[src/logic/srctl_regs.vh]
// constants for the system reset controller
`ifndef SRCTL_REGS_VH
`define SRCTL_REGS_VH
`define SRCTL_NPORT 8
`define SRCTL_PC_W 16
`define SRCTL_PC_RESET 16'h0000
`define SRCTL_CLKSEL_W 2
`define SRCTL_CLKSEL_LPOSC 2'h0
`define SRCTL_WDT_SRC_LFO 1'h1
`define SRCTL_RELEASE_NS 80
`define SRCTL_CLK_MHZ 100
// quiet time before release: 80 ns at 100 MHz, sized to the counter width
`define SRCTL_RELEASE_CYC 8'h08
`define SRCTL_CNT_W 8
`define SRCTL_ST_RESET 2'h0
`define SRCTL_ST_HOLD 2'h1
`define SRCTL_ST_RUN 2'h2
`endif

[src/logic/srctl_top.v]
// system reset controller: gathers reset sources and forces the chip state
`timescale 1ns/1ps
`default_nettype none
`include "srctl_regs.vh"
module srctl_top (
  // clock and reset
  input wire clk,
  input wire rst_n,
  // reset sources
  input wire ext_reset_pin_n_i,
  input wire supply_voltage_monitor_low,
  input wire power_on_detect,
  input wire other_reset_req,
  input wire shutdown_mode,
  // chip control
  output reg sys_reset_q,
  output reg core_halt_q,
  output reg por_reset_q,
  output reg irq_timer_disable_q,
  output reg ram_clear_q,
  output reg [`SRCTL_PC_W-1:0] pc_load_q,
  output reg [`SRCTL_CLKSEL_W-1:0] sysclk_sel_q,
  output reg wdt_enable_q,
  output reg wdt_src_lfo_q,
  // port pins
  output reg [`SRCTL_NPORT-1:0] port_latch_q,
  output reg [`SRCTL_NPORT-1:0] port_open_drain_q,
  output reg pullup_enable_q,
  output reg port_force_q,
  // reset pin drive
  output reg ext_reset_pin_o_q,
  output reg ext_reset_pin_oe_n_q
);
  ////////////////////////////////////////////////////////////////
  // synchronisers for pin-side sources
  reg [1:0] pin_s_q;
  reg [1:0] mon_s_q;
  reg [1:0] por_s_q;
  reg [1:0] oth_s_q;
  reg [1:0] shd_s_q;
  always @(posedge clk) begin
    pin_s_q <= {pin_s_q[0], ~ext_reset_pin_n_i};
    mon_s_q <= {mon_s_q[0], supply_voltage_monitor_low};
    por_s_q <= {por_s_q[0], power_on_detect};
    oth_s_q <= {oth_s_q[0], other_reset_req};
    shd_s_q <= {shd_s_q[0], shutdown_mode};
  end
  ////////////////////////////////////////////////////////////////
  // source merge
  // own low drive of the reset pin must not read back as a request,
  // including the two cycles the synchroniser still shows it
  reg [1:0] drv_s_q;
  always @(posedge clk) begin
    if (!rst_n) begin
      drv_s_q <= 2'h3;
    end else begin
      drv_s_q <= {drv_s_q[0], ~ext_reset_pin_oe_n_q};
    end
  end
  wire pin_req = pin_s_q[1] & ext_reset_pin_oe_n_q & ~(|drv_s_q);
  wire pwr_req = mon_s_q[1] | por_s_q[1];
  // in shutdown only pin and power-on count
  wire any_req = shd_s_q[1] ? (pin_req | por_s_q[1]) : (pin_req | pwr_req | oth_s_q[1]);
  wire pwr_cause = shd_s_q[1] ? por_s_q[1] : pwr_req;
  ////////////////////////////////////////////////////////////////
  // sequencer
  reg [1:0] state_q;
  reg [1:0] state_d;
  reg [`SRCTL_CNT_W-1:0] cnt_q;
  reg [`SRCTL_CNT_W-1:0] cnt_d;
  reg pwr_cause_q;
  reg pwr_cause_d;
  localparam [`SRCTL_CNT_W-1:0] REL_CYC = `SRCTL_RELEASE_CYC;
  always @* begin
    state_d = state_q;
    cnt_d = cnt_q;
    pwr_cause_d = pwr_cause_q;
    case (state_q)
      `SRCTL_ST_RESET: begin
        cnt_d = {`SRCTL_CNT_W{1'b0}};
        state_d = `SRCTL_ST_HOLD;
      end
      `SRCTL_ST_HOLD: begin
        if (any_req) begin
          cnt_d = {`SRCTL_CNT_W{1'b0}};
          pwr_cause_d = pwr_cause_q | pwr_cause;
        end else if (cnt_q == REL_CYC - 8'h01) begin
          state_d = `SRCTL_ST_RUN;
          pwr_cause_d = 1'b0;
        end else begin
          cnt_d = cnt_q + 8'h01;
        end
      end
      `SRCTL_ST_RUN: begin
        if (any_req) begin
          state_d = `SRCTL_ST_HOLD;
          cnt_d = {`SRCTL_CNT_W{1'b0}};
          pwr_cause_d = pwr_cause;
        end
      end
      default: state_d = `SRCTL_ST_RESET;
    endcase
  end
  always @(posedge clk) begin
    if (!rst_n) begin
      state_q <= `SRCTL_ST_RESET;
      cnt_q <= {`SRCTL_CNT_W{1'b0}};
      pwr_cause_q <= 1'b1;
    end else begin
      state_q <= state_d;
      cnt_q <= cnt_d;
      pwr_cause_q <= pwr_cause_d;
    end
  end
  ////////////////////////////////////////////////////////////////
  // chip-state outputs, all registered
  wire in_rst_d = (state_d != `SRCTL_ST_RUN);
  always @(posedge clk) begin
    if (!rst_n) begin
      sys_reset_q <= 1'b1;
      core_halt_q <= 1'b1;
      por_reset_q <= 1'b1;
      irq_timer_disable_q <= 1'b1;
      ram_clear_q <= 1'b0;
      pc_load_q <= `SRCTL_PC_RESET;
      sysclk_sel_q <= `SRCTL_CLKSEL_LPOSC;
      wdt_enable_q <= 1'b1;
      wdt_src_lfo_q <= `SRCTL_WDT_SRC_LFO;
      port_latch_q <= {`SRCTL_NPORT{1'b1}};
      port_open_drain_q <= {`SRCTL_NPORT{1'b1}};
      pullup_enable_q <= 1'b1;
      port_force_q <= 1'b1;
      ext_reset_pin_o_q <= 1'b0;
      ext_reset_pin_oe_n_q <= 1'b0;
    end else begin
      sys_reset_q <= in_rst_d;
      core_halt_q <= in_rst_d;
      por_reset_q <= in_rst_d & por_s_q[1];
      irq_timer_disable_q <= in_rst_d;
      ram_clear_q <= 1'b0;
      port_force_q <= in_rst_d;
      pullup_enable_q <= 1'b1;
      ext_reset_pin_o_q <= 1'b0;
      ext_reset_pin_oe_n_q <= ~(in_rst_d & (pwr_cause_d | pwr_cause));
      if (in_rst_d) begin
        pc_load_q <= `SRCTL_PC_RESET;
        sysclk_sel_q <= `SRCTL_CLKSEL_LPOSC;
        wdt_enable_q <= 1'b1;
        wdt_src_lfo_q <= `SRCTL_WDT_SRC_LFO;
        port_latch_q <= {`SRCTL_NPORT{1'b1}};
        port_open_drain_q <= {`SRCTL_NPORT{1'b1}};
      end
    end
  end
endmodule // srctl_top
`default_nettype wire

[config.mk]
export PLATFORM = sky130hd
export DESIGN_NAME = srctl_top
export DESIGN_NICKNAME = d
export VERILOG_FILES = /design/src/logic/srctl_top.v
export VERILOG_INCLUDE_DIRS = /design/src /design/src/logic
export SDC_FILE = /design/constraint.sdc
export NUM_CORES = 1
export LEC_CHECK = 0
export BUFFER_PORTS_ARGS = -buffer_cell sky130_fd_sc_hd__buf_4
export CAP_MARGIN = 40
export CELL_PAD_IN_SITES_DETAIL_PLACEMENT = 1
export CELL_PAD_IN_SITES_GLOBAL_PLACEMENT = 1
export CORE_ASPECT_RATIO = 0.75
export CORE_MARGIN = 5
export CORE_UTILIZATION = 38
export CTS_BUF_LIST = sky130_fd_sc_hd__clkbuf_4
export DETAILED_ROUTE_END_ITERATION = 10
export HOLD_SLACK_MARGIN = 0.05
export PLACE_DENSITY = 0.82
export SLEW_MARGIN = 20
export SYNTH_ARGS = -nofsm -noshare
export SYNTH_HDL_FRONTEND = slang
export SYNTH_SLANG_ARGS = --single-unit
[constraint.sdc]
create_clock -name clk -period 4.75 [get_ports clk]
set_input_delay 0.7125 -clock clk [delete_from_list [all_inputs] [get_ports clk]]
set_output_delay 0.7125 -clock clk [all_outputs]
set_load 0.02 [all_outputs]
==> impl_metrics.csv, run 1 <==
group,metric,value,unit
clock_network,cts_setup_buffers,0,
worst_setup_path,crit_type,"reg2reg",
layout,num-fill-cells,418,
timing,worst_slew_pin_slew,0.743,ns
synthesis,synth-main-ff-cell,"dfxtp_1",
layout,diodes,0,
die,ios,52,
die,start_util,40.0,%
clock_network,numClockSinks,26,
die,core_area,3330,um^2
timing,setup_violations,0,
job,drv_cap,0,
synthesis,synth_edf_count,0,
synthesis,ys_seq_elements,26,
die,fp.dieW,78.4,um
worst_setup_path,critPathCaptureType,"flop",
power_and_ir_drop,power,0.442,mW
placement,dpl.hpwl,2.02,mm
grt,antenna_found_initial,0,
routing,post_drt_wl_per_cell,13.1,um
routing,drt-pass1-iter-count,4,
synthesis,ys_seq_area_share,39.1,%
timing,timing.hold.ws,0.344,ns
timing,fin_crit,2.15,ns
synthesis,yosysTopAreaCell,"dfxtp_1",
clock_network,cts_root_buffer,"clkbuf_4",
worst_setup_path,required,5.04,ns
timing,slew_viol_final,0,
clock_network,htreeDepth,1,
worst_setup_path,path_max_fanout,5,
grt,grt_max_degree,16,
worst_setup_path,start_kind,"flop",
timing,hold_violations,0,
layout,area_growth,0.375,%
clock_network,cts_tree,"built",
clock_network,numCtsBuffers,3,
clock_network,cts_resized,0,
routing,viasPerCell,4.71,
worst_setup_path,arrival,2.43,ns
synthesis,synthCells,148,
timing,fin_worst_skew,0.00488,ns
synthesis,ys_async_sr_fraction,0,%
timing,relSlewSlack,50.0,%
routing,vias,928,
grt,grt_pass1_wl,4.10,mm
clock_network,cts.clk_slew.worst_paths,0.14,ns
grt,grt_overflow,0,
placement,place_congestion,0.766,
timing,setup-tns-final,0,ns
power_and_ir_drop,p_leak,0.583,nW
die,die-area,4800,um^2
layout,fin_nets,170,
routing,drt-initial-drc-count,20,
grt,grt_pass1_vias,900,
routing,routed_wl,2.58,mm
worst_setup_path,crit_chain,"nor2b_1 > nor4_1 > a21oi_1 > a211oi_1 > a32o_1",
worst_setup_path,slowest_delay,0.66,ns
clock_network,worstSkewPairLatency,0.33,ns
outcome,outcome,"complete, no violations",
die,die_y,61.3,um
timing,period_share,45.2,%
synthesis,mappedNetlistArea,1330,um^2
synthesis,synthTopCellsByCount,"43 x buf_4, 26 x dfxtp_1, 10 x nand2_1",
synthesis,synth_top_area_share,39.1,%
power_and_ir_drop,power.density,331,nW/um^2
synthesis,synth.distinct_cells,30,
synthesis,synth.avg_cell_area,9.00,um^2
worst_setup_path,reg2reg_slack,2.60,ns
grt,grtUsageTotal,10.9,%
clock_network,ctsHoldBuffers,0,
timing,fmax,0.465,GHz
synthesis,synthMostInstantiatedCell,"buf_4",
timing,rsz0062_at_grt,"no",
layout,layout-drive-gt1-share,11.5,%
die,placement_rows,18,
hold_path,hp-class,"reg2reg",
routing,ant_nets,0,
clock_network,clock_path_buffers,2,
synthesis,yosys_warnings,0,
power_and_ir_drop,ir_worst_vdd,0.177,mV
layout,design_area,1340,um^2
placement,io_buffers,12,
routing,drc,0,
worst_setup_path,slowest_stage,"nor4_1",
placement,placedInstanceArea,1280,um^2
synthesis,synth_top_cells_by_area,"dfxtp_1 39%, buf_4 24%, ha_1 4.7%, or4_1 3.4%, a21oi_1 3.0%",
cells in the final DEF, fill, tap and decap left out, drive strengths merged, types with 5 or more instances in the layout:
| master | netlist | layout |
|---|---|---|
| conb | 2 | 39 |
| dfxtp | 26 | 26 |
| buf | 43 | 12 |
| nand2 | 10 | 10 |
| a21oi | 8 | 8 |
| o21ai | 8 | 8 |
| or4 | 7 | 7 |
| inv | 6 | 6 |
| nor2b | 5 | 5 |
| ha | 5 | 5 |
path summary, 6_finish.rpt:
| path | end | startpoint | depth (start not counted) |
|---|---|---|---|
| worst max register to register | ext_reset_pin_oe_n_q | mon_s_q[1] | 5 |
| worst min register to register | shd_s_q[1] | shd_s_q[0] | 0 |
| worst max-delay path | ext_reset_pin_oe_n_q | mon_s_q[1] | 5 |
| worst min-delay path | shd_s_q[1] | shd_s_q[0] | 0 |
through the flow:
| stage | setup slack (ns) | cells | utilization [%] |
|---|---|---|---|
| after floorplan | 2.81 | 185 | - |
| after global placement | 2.74 | 193 | 38.6 |
| after detailed placement | 2.66 | 193 | 38.6 |
| after CTS | 2.57 | 197 | 40.1 |
| after global routing | 2.38 | 197 | 40.1 |
| final | 2.60 | 197 | 40.1 |
cell families (layout without fill, tap and decap cells):
family,count (synthesis),after routing,share of synthesized area (%)
xor+xnor,1,1,0.657
simple gates,37,37,15.9
flops,26,26,39.1
compound gates,27,27,13.0
fa+ha+maj,5,5,4.69
buf+inv,50,22,26.2
other cells,2,39,0.564
state kept, by name, indices dropped and copies added, names as in the netlist, 2 cells and up:
name     flops
cnt_q        8
drv_s_q      2
mon_s_q      2
oth_s_q      2
pin_s_q      2
por_s_q      2
shd_s_q      2
state_q      2
cell type report:
cell class | count | area (um^2) | share of cell area [%]
clock buffers | 3 | 22.5 | 1.68
clock inverters | 1 | 30.0 | 2.25
inverters | 6 | 22.5 | 1.68
multi-input cells | 109 | 602 | 45.0
flip-flops and latches | 26 | 520 | 38.9
well taps | 40 | 50.0 | 3.74
repair buffers | 12 | 90.1 | 6.74
per-layer routing:
metal	track usage [%]	part of all wire [%]
met2	20.5	52
met4	2.24	0.23
met1	12.3	39
met5	0	0
met3	3.80	8.7
critical path: cells and delay by family, from the launching register on:
family | cells | cell delay, ns
AO/OA/AOI/OAI | 3 | 0.98
flip-flops | 1 | 0.33
AND/OR/NAND/NOR | 2 | 0.80
power by group:
| part | internal [mW] | switching, mW |
|---|---|---|
| Combinational | 0.0124 | 0.0461 |
| Sequential | 0.226 | 0.00371 |
| Clock | 0.0855 | 0.0686 |
(Power assumes the default switching activity.)
==> run 2: changes to the inputs <==
--- a/config.mk
+++ b/config.mk
@@ -12,11 +12,11 @@
 export CELL_PAD_IN_SITES_GLOBAL_PLACEMENT = 1
 export CORE_ASPECT_RATIO = 0.75
 export CORE_MARGIN = 5
-export CORE_UTILIZATION = 38
+export CORE_UTILIZATION = 36
 export CTS_BUF_LIST = sky130_fd_sc_hd__clkbuf_4
 export DETAILED_ROUTE_END_ITERATION = 10
 export HOLD_SLACK_MARGIN = 0.05
-export PLACE_DENSITY = 0.82
+export PLACE_DENSITY = 0.78
 export SLEW_MARGIN = 20
 export SYNTH_ARGS = -nofsm -noshare
 export SYNTH_HDL_FRONTEND = slang
==> constraint.sdc (replaced) <==
create_clock -name clk -period 2.2 [get_ports clk]
set_input_delay 0.33 -clock clk [delete_from_list [all_inputs] [get_ports clk]]
set_output_delay 0.33 -clock clk [all_outputs]
set_load 0.02 [all_outputs]
==> run 2 against run 1 <==
  * Clock power increased by 110%
  * First-iteration DRC count increased by 150%
  * Worst setup slack got worse by 2.4 ns
  * Non-clock buffer count increased by 1
==> impl_metrics.csv, run 2 (same netlist as run 1, synthesis figures left out) <==
group,metric,value,unit
placement,place_congestion,0.830,
layout,diodes,0,
clock_network,cts_root_buffer,"clkbuf_4",
timing,setup_violations,0,
grt,antenna_found_initial,0,
placement,placed_cells,206,
routing,routed_wl,2.59,mm
power_and_ir_drop,power,0.959,mW
routing,post_drt_wl_per_cell,12.3,um
outcome,outcome,"complete, no violations",
hold_path,hold_depth,1,
clock_network,cts.clk_slew.worst_paths,0.15,ns
grt,grtUsageMet2,16.6,%
layout,largest_reg_flops,8,
layout,instances_no_fill,210,
power_and_ir_drop,p_leak,0.589,nW
die,core_area,3610,um^2
hold_path,hold_start,"power_on_detect",
worst_setup_path,start_kind,"flop",
worst_setup_path,critPathCaptureType,"flop",
worst_setup_path,required,2.48,ns
layout,fin_util,38.0,%
job,drv_cap,0,
grt,grt_pass1_wl,3.99,mm
timing,slew_viol_final,0,
placement,placedInstanceArea,1310,um^2
placement,dpl.hpwl,1.94,mm
die,start_util,36.9,%
layout,fin_nets,171,
worst_setup_path,arrival,2.31,ns
grt,grt_busiest_layer,"met2",
clock_network,numCtsBuffers,3,
layout,layout-drive-gt1-share,12.7,%
clock_network,htreeDepth,1,
timing,rsz0062_at_grt,"no",
routing,drt-pass1-iter-count,3,
worst_setup_path,crit_type,"reg2reg",
timing,hold_violations,0,
layout,area_growth,3.10,%
worst_setup_path,worst_r2r_path_depth,7,
routing,ant_nets,0,
timing,fin_worst_skew,0.0206,ns
timing,worst_slack,0.170,ns
clock_network,cts_tree,"built",
grt,grt_max_degree,16,
worst_setup_path,r2r-end,"cnt_q[2]",
hold_path,holdPathEnd,"por_s_q[0]",
routing,viasPerCell,4.39,
die,placement_rows,19,
die,fp.dieW,80.3,um
timing,fmax,0.493,GHz
placement,pre_cts_ws,0.152,ns
die,ios,52,
clock_network,numClockSinks,26,
worst_setup_path,r2r-start,"state_q[1]",
die,die_y,62.7,um
timing,relSlewSlack,64.0,%
grt,grt_overflow,0,
timing,worst_slew_pin_slew,0.535,ns
timing,fin_crit,2.03,ns
die,die-area,5030,um^2
grt,grt_pass1_vias,874,
layout,largest-register,"cnt_q",
power_and_ir_drop,ir_worst_vdd,0.443,mV
layout,final_cell_mix,"39 x conb_1, 26 x dfxtp_1, 13 x buf_4",
grt,grtUsageMet3,4.18,%
clock_network,clock_path_buffers,2,
routing,vias,921,
grt,use_met1,11.7,%
power_and_ir_drop,power.density,698,nW/um^2
routing,drt-initial-drc-count,49,
clock_network,worstSkewPairLatency,0.34,ns
worst_setup_path,path_max_fanout,7,
clock_network,cts_setup_buffers,0,
layout,design_area,1370,um^2
placement,io_buffers,12,
grt,grtUsageTotal,9.69,%
hold_path,hp-class,"in2reg",
timing,timing.hold.ws,0.101,ns
timing,setup-tns-final,0,ns
layout,layout_commonest_cell,"conb_1",
routing,drc,0,
timing,period_share,92.3,%
worst_setup_path,reg2reg_slack,0.17,ns
## run 2: power breakdown
| part | switching, mW | leakage [nW] | internal, mW |
|---|---|---|---|
| combinational | 0.101 | 0.347 | 0.0306 |
| clock | 0.147 | 0.0279 | 0.184 |
| sequential | 0.00868 | 0.215 | 0.488 |
| total | 0.256 | 0.589 | 0.703 |
## run 2: worst max path at each step
| stage | from | endpoint | cells past startpoint |
|---|---|---|---|
| after floorplan | ext_reset_pin_oe_n_q | cnt_q[3] | 5 |
| after global placement | cnt_q[7] | cnt_q[6] | 5 |
| after detailed placement | state_q[1] | cnt_q[4] | 7 |
| after CTS | state_q[1] | cnt_q[4] | 7 |
| after global routing | state_q[1] | cnt_q[2] | 7 |
| final | state_q[1] | cnt_q[2] | 7 |
## run 2: cell type report
cell class	instances	area, um^2
clock inverters	1	30.0
fillers	457	2240
flip-flops and latches	26	520
multi-input cells	109	616
repair buffers	13	97.6
inverters	6	22.5
well taps	52	65.1
clock buffers	3	22.5
## run 2: per-layer routing
metal  part of all wire (%)  vias up
met2                     48       39
met3                     10        2
met4                   0.31        0
met5                      0        -
met1                     41      437
li1                       -      443
## run 2: critical path, stage by stage (launching register included)
cell and delay, ns:
dfxtp_1 0.43, inv_1 0.10, ha_1 0.28, nor3_1 0.27
nand2_1 0.11, o21a_1 0.20, or4_1 0.50, nand2_1 0.08
## run 2: timing repair
| action | in CTS | in global routing |
|---|---|---|
| hold buffers | 0 | 0 |
| setup endpoints to repair | 0 | 9 |
| resized for setup | 0 | 2 |
==> run 3: changes to the inputs <==
--- a/config.mk
+++ b/config.mk
@@ -16,7 +16,7 @@
 export CTS_BUF_LIST = sky130_fd_sc_hd__clkbuf_4
 export DETAILED_ROUTE_END_ITERATION = 10
 export HOLD_SLACK_MARGIN = 0.05
-export PLACE_DENSITY = 0.78
+export PLACE_DENSITY_LB_ADDON = 0.1
 export SLEW_MARGIN = 20
 export SYNTH_ARGS = -nofsm -noshare
 export SYNTH_HDL_FRONTEND = slang
==> run 3 against run 2 <==
  * Clock skew decreased by 0.010 ns
  * Non-clock buffer count increased by 3
  * Wire length decreased by 5.3%
  * Global-route usage decreased by 0.17 points
  * Register-to-register slack got worse by 0.03 ns
  * Critical path depth increased by 1
  * Worst hold slack improved by 0.0086 ns
  * Sequential power about the same
  * Die area unchanged
  * Critical endpoint is now cnt_q[7]
  * Largest power group unchanged
==> impl_metrics.csv, run 3 (same netlist as run 1, synthesis figures left out) <==
group,metric,value,unit
routing,viasPerCell,4.32,
worst_setup_path,slowest_stage,"or4_1",
timing,setup_violations,0,
timing,fin_worst_skew,0.0103,ns
timing,fin_crit,2.06,ns
worst_setup_path,arrival,2.32,ns
die,die-area,5030,um^2
routing,drt-pass1-iter-count,4,
die,ios,52,
routing,drt-initial-drc-count,37,
timing,fmax,0.486,GHz
power_and_ir_drop,power.density,688,nW/um^2
outcome,outcome,"complete, no violations",
layout,num-fill-cells,451,
worst_setup_path,path_max_fanout,15,
grt,grtUsageTotal,9.53,%
layout,layout_commonest_cell,"conb_1",
power_and_ir_drop,ir_worst_vdd,0.443,mV
worst_setup_path,reg2reg_slack,0.14,ns
routing,post_drt_wl_per_cell,11.5,um
worst_setup_path,worst_r2r_path_depth,8,
layout,instances_no_fill,213,
timing,period_share,93.4,%
clock_network,cts_setup_buffers,0,
worst_setup_path,critPathCaptureType,"flop",
job,drv_cap,0,
timing,setup-tns-final,0,ns
worst_setup_path,cp-startpoint,"state_q[0]",
hold_path,hp-class,"in2reg",
grt,grt_overflow,0,
routing,route.met2.wl,1.10,mm
placement,pre_cts_ws,0.163,ns
worst_setup_path,start_kind,"flop",
layout,area_growth,3.57,%
routing,wl_met1,1.11,mm
routing,wl_met3,233,um
clock_network,cts_resized,0,
power_and_ir_drop,p_leak,0.603,nW
die,placement_rows,19,
routing,dr.max_layer_used,"met4",
clock_network,clock_path_buffers,2,
die,start_util,36.9,%
timing,slew_viol_final,0,
grt,antenna_found_initial,0,
layout,diodes,0,
grt,grt_pass1_vias,874,
clock_network,cts_tree,"built",
grt,grt_max_degree,16,
die,core_area,3610,um^2
clock_network,cts.clk_slew.worst_paths,0.14,ns
routing,vias,921,
timing,hold_violations,0,
worst_setup_path,crit_chain,"inv_1 > ha_1 > inv_1 > o41a_1 > o21bai_2 > buf_4 > or4_1 > a21oi_1",
clock_network,htreeDepth,1,
worst_setup_path,r2r-end,"cnt_q[7]",
placement,place_congestion,0.814,
clock_network,ctsHoldBuffers,0,
clock_network,numClockSinks,26,
worst_setup_path,required,2.46,ns
layout,fin_nets,174,
clock_network,numCtsBuffers,3,
die,die_y,62.7,um
grt,grt_pass1_wl,3.87,mm
placement,placed_cells,208,
timing,rsz0062_at_grt,"no",
layout,largest_reg_flops,8,
layout,largest-register,"cnt_q",
placement,dpl.hpwl,1.93,mm
worst_setup_path,r2r-start,"state_q[0]",
clock_network,worstSkewPairLatency,0.32,ns
routing,ant_nets,0,
timing,worst_slack,0.144,ns
worst_setup_path,slowest_delay,0.52,ns
worst_setup_path,worstSetupEndpoint,"cnt_q[7]",
clock_network,cts_root_buffer,"clkbuf_4",
placement,placedInstanceArea,1320,um^2
worst_setup_path,crit_top_cell,"inv_1",
layout,design_area,1380,um^2
placement,io_buffers,12,
worst_setup_path,crit_type,"reg2reg",
layout,final_cell_mix,"39 x conb_1, 26 x dfxtp_1, 15 x buf_4",
routing,routed_wl,2.45,mm
layout,layout-drive-gt1-share,13.7,%
routing,drc,0,
die,fp.dieW,80.3,um
[run 3: cell types whose count changed in the layout (fill, tap and decap cells not counted), sizes merged]
cell	previous run	this run
buf	13	15
clkbuf	3	4
[run 3: metal layers]
layer	vias up	global-route usage [%]
li1	451	-
met1	428	11.5
met2	40	16.3
met3	2	3.31
met4	0	1.90
met5	-	0
[run 3: final cells by class]
type | instances | area, um^2 | area share (%)
Clock inverter | 1 | 30.0 | 2.18
Inverter | 6 | 22.5 | 1.63
Clock buffer | 3 | 22.5 | 1.63
Timing Repair Buffer | 16 | 118 | 8.52
Tap cell | 52 | 65.1 | 4.71
Multi-Input combinational cell | 109 | 602 | 43.6
Sequential cell | 26 | 520 | 37.7
[run 3: through the flow]
step                      power (mW)  util [%]  hold slack [ns]
after global routing           0.998      38.2           0.0693
after CTS                      0.965      38.1           0.0849
final                          0.950      38.2            0.109
after detailed placement       0.635      36.6            0.314
after global placement         0.634      36.6            0.310
after floorplan                0.659         -            0.310
[run 3: worst min path at each step]
stage,depth (start not counted),from,endpoint,slack [ns]
3_5_place_dp,0,pin_s_q[0],pin_s_q[1],0.31
3_3_place_gp,0,pin_s_q[0],pin_s_q[1],0.31
5_1_grt,1,power_on_detect,por_s_q[0],0.07
6_report,1,power_on_detect,por_s_q[0],0.11
2_1_floorplan,0,mon_s_q[0],mon_s_q[1],0.31
4_1_cts,1,power_on_detect,por_s_q[0],0.08
[run 3: where the power goes]
part           leakage [nW]  switching, mW  internal [mW]
Clock                0.0279          0.137          0.184
Sequential            0.215        0.00803          0.488
Combinational         0.361         0.0995         0.0327
[run 3: critical path, delay by kind of cell, from the launching register on]
kind,cells,cell delay (ns)
AOI/OAI and AO/OA,3,0.38
adders and majority gates,1,0.27
buffers and inverters,3,0.41
DFF,1,0.42
and+or+nand+nor,1,0.52
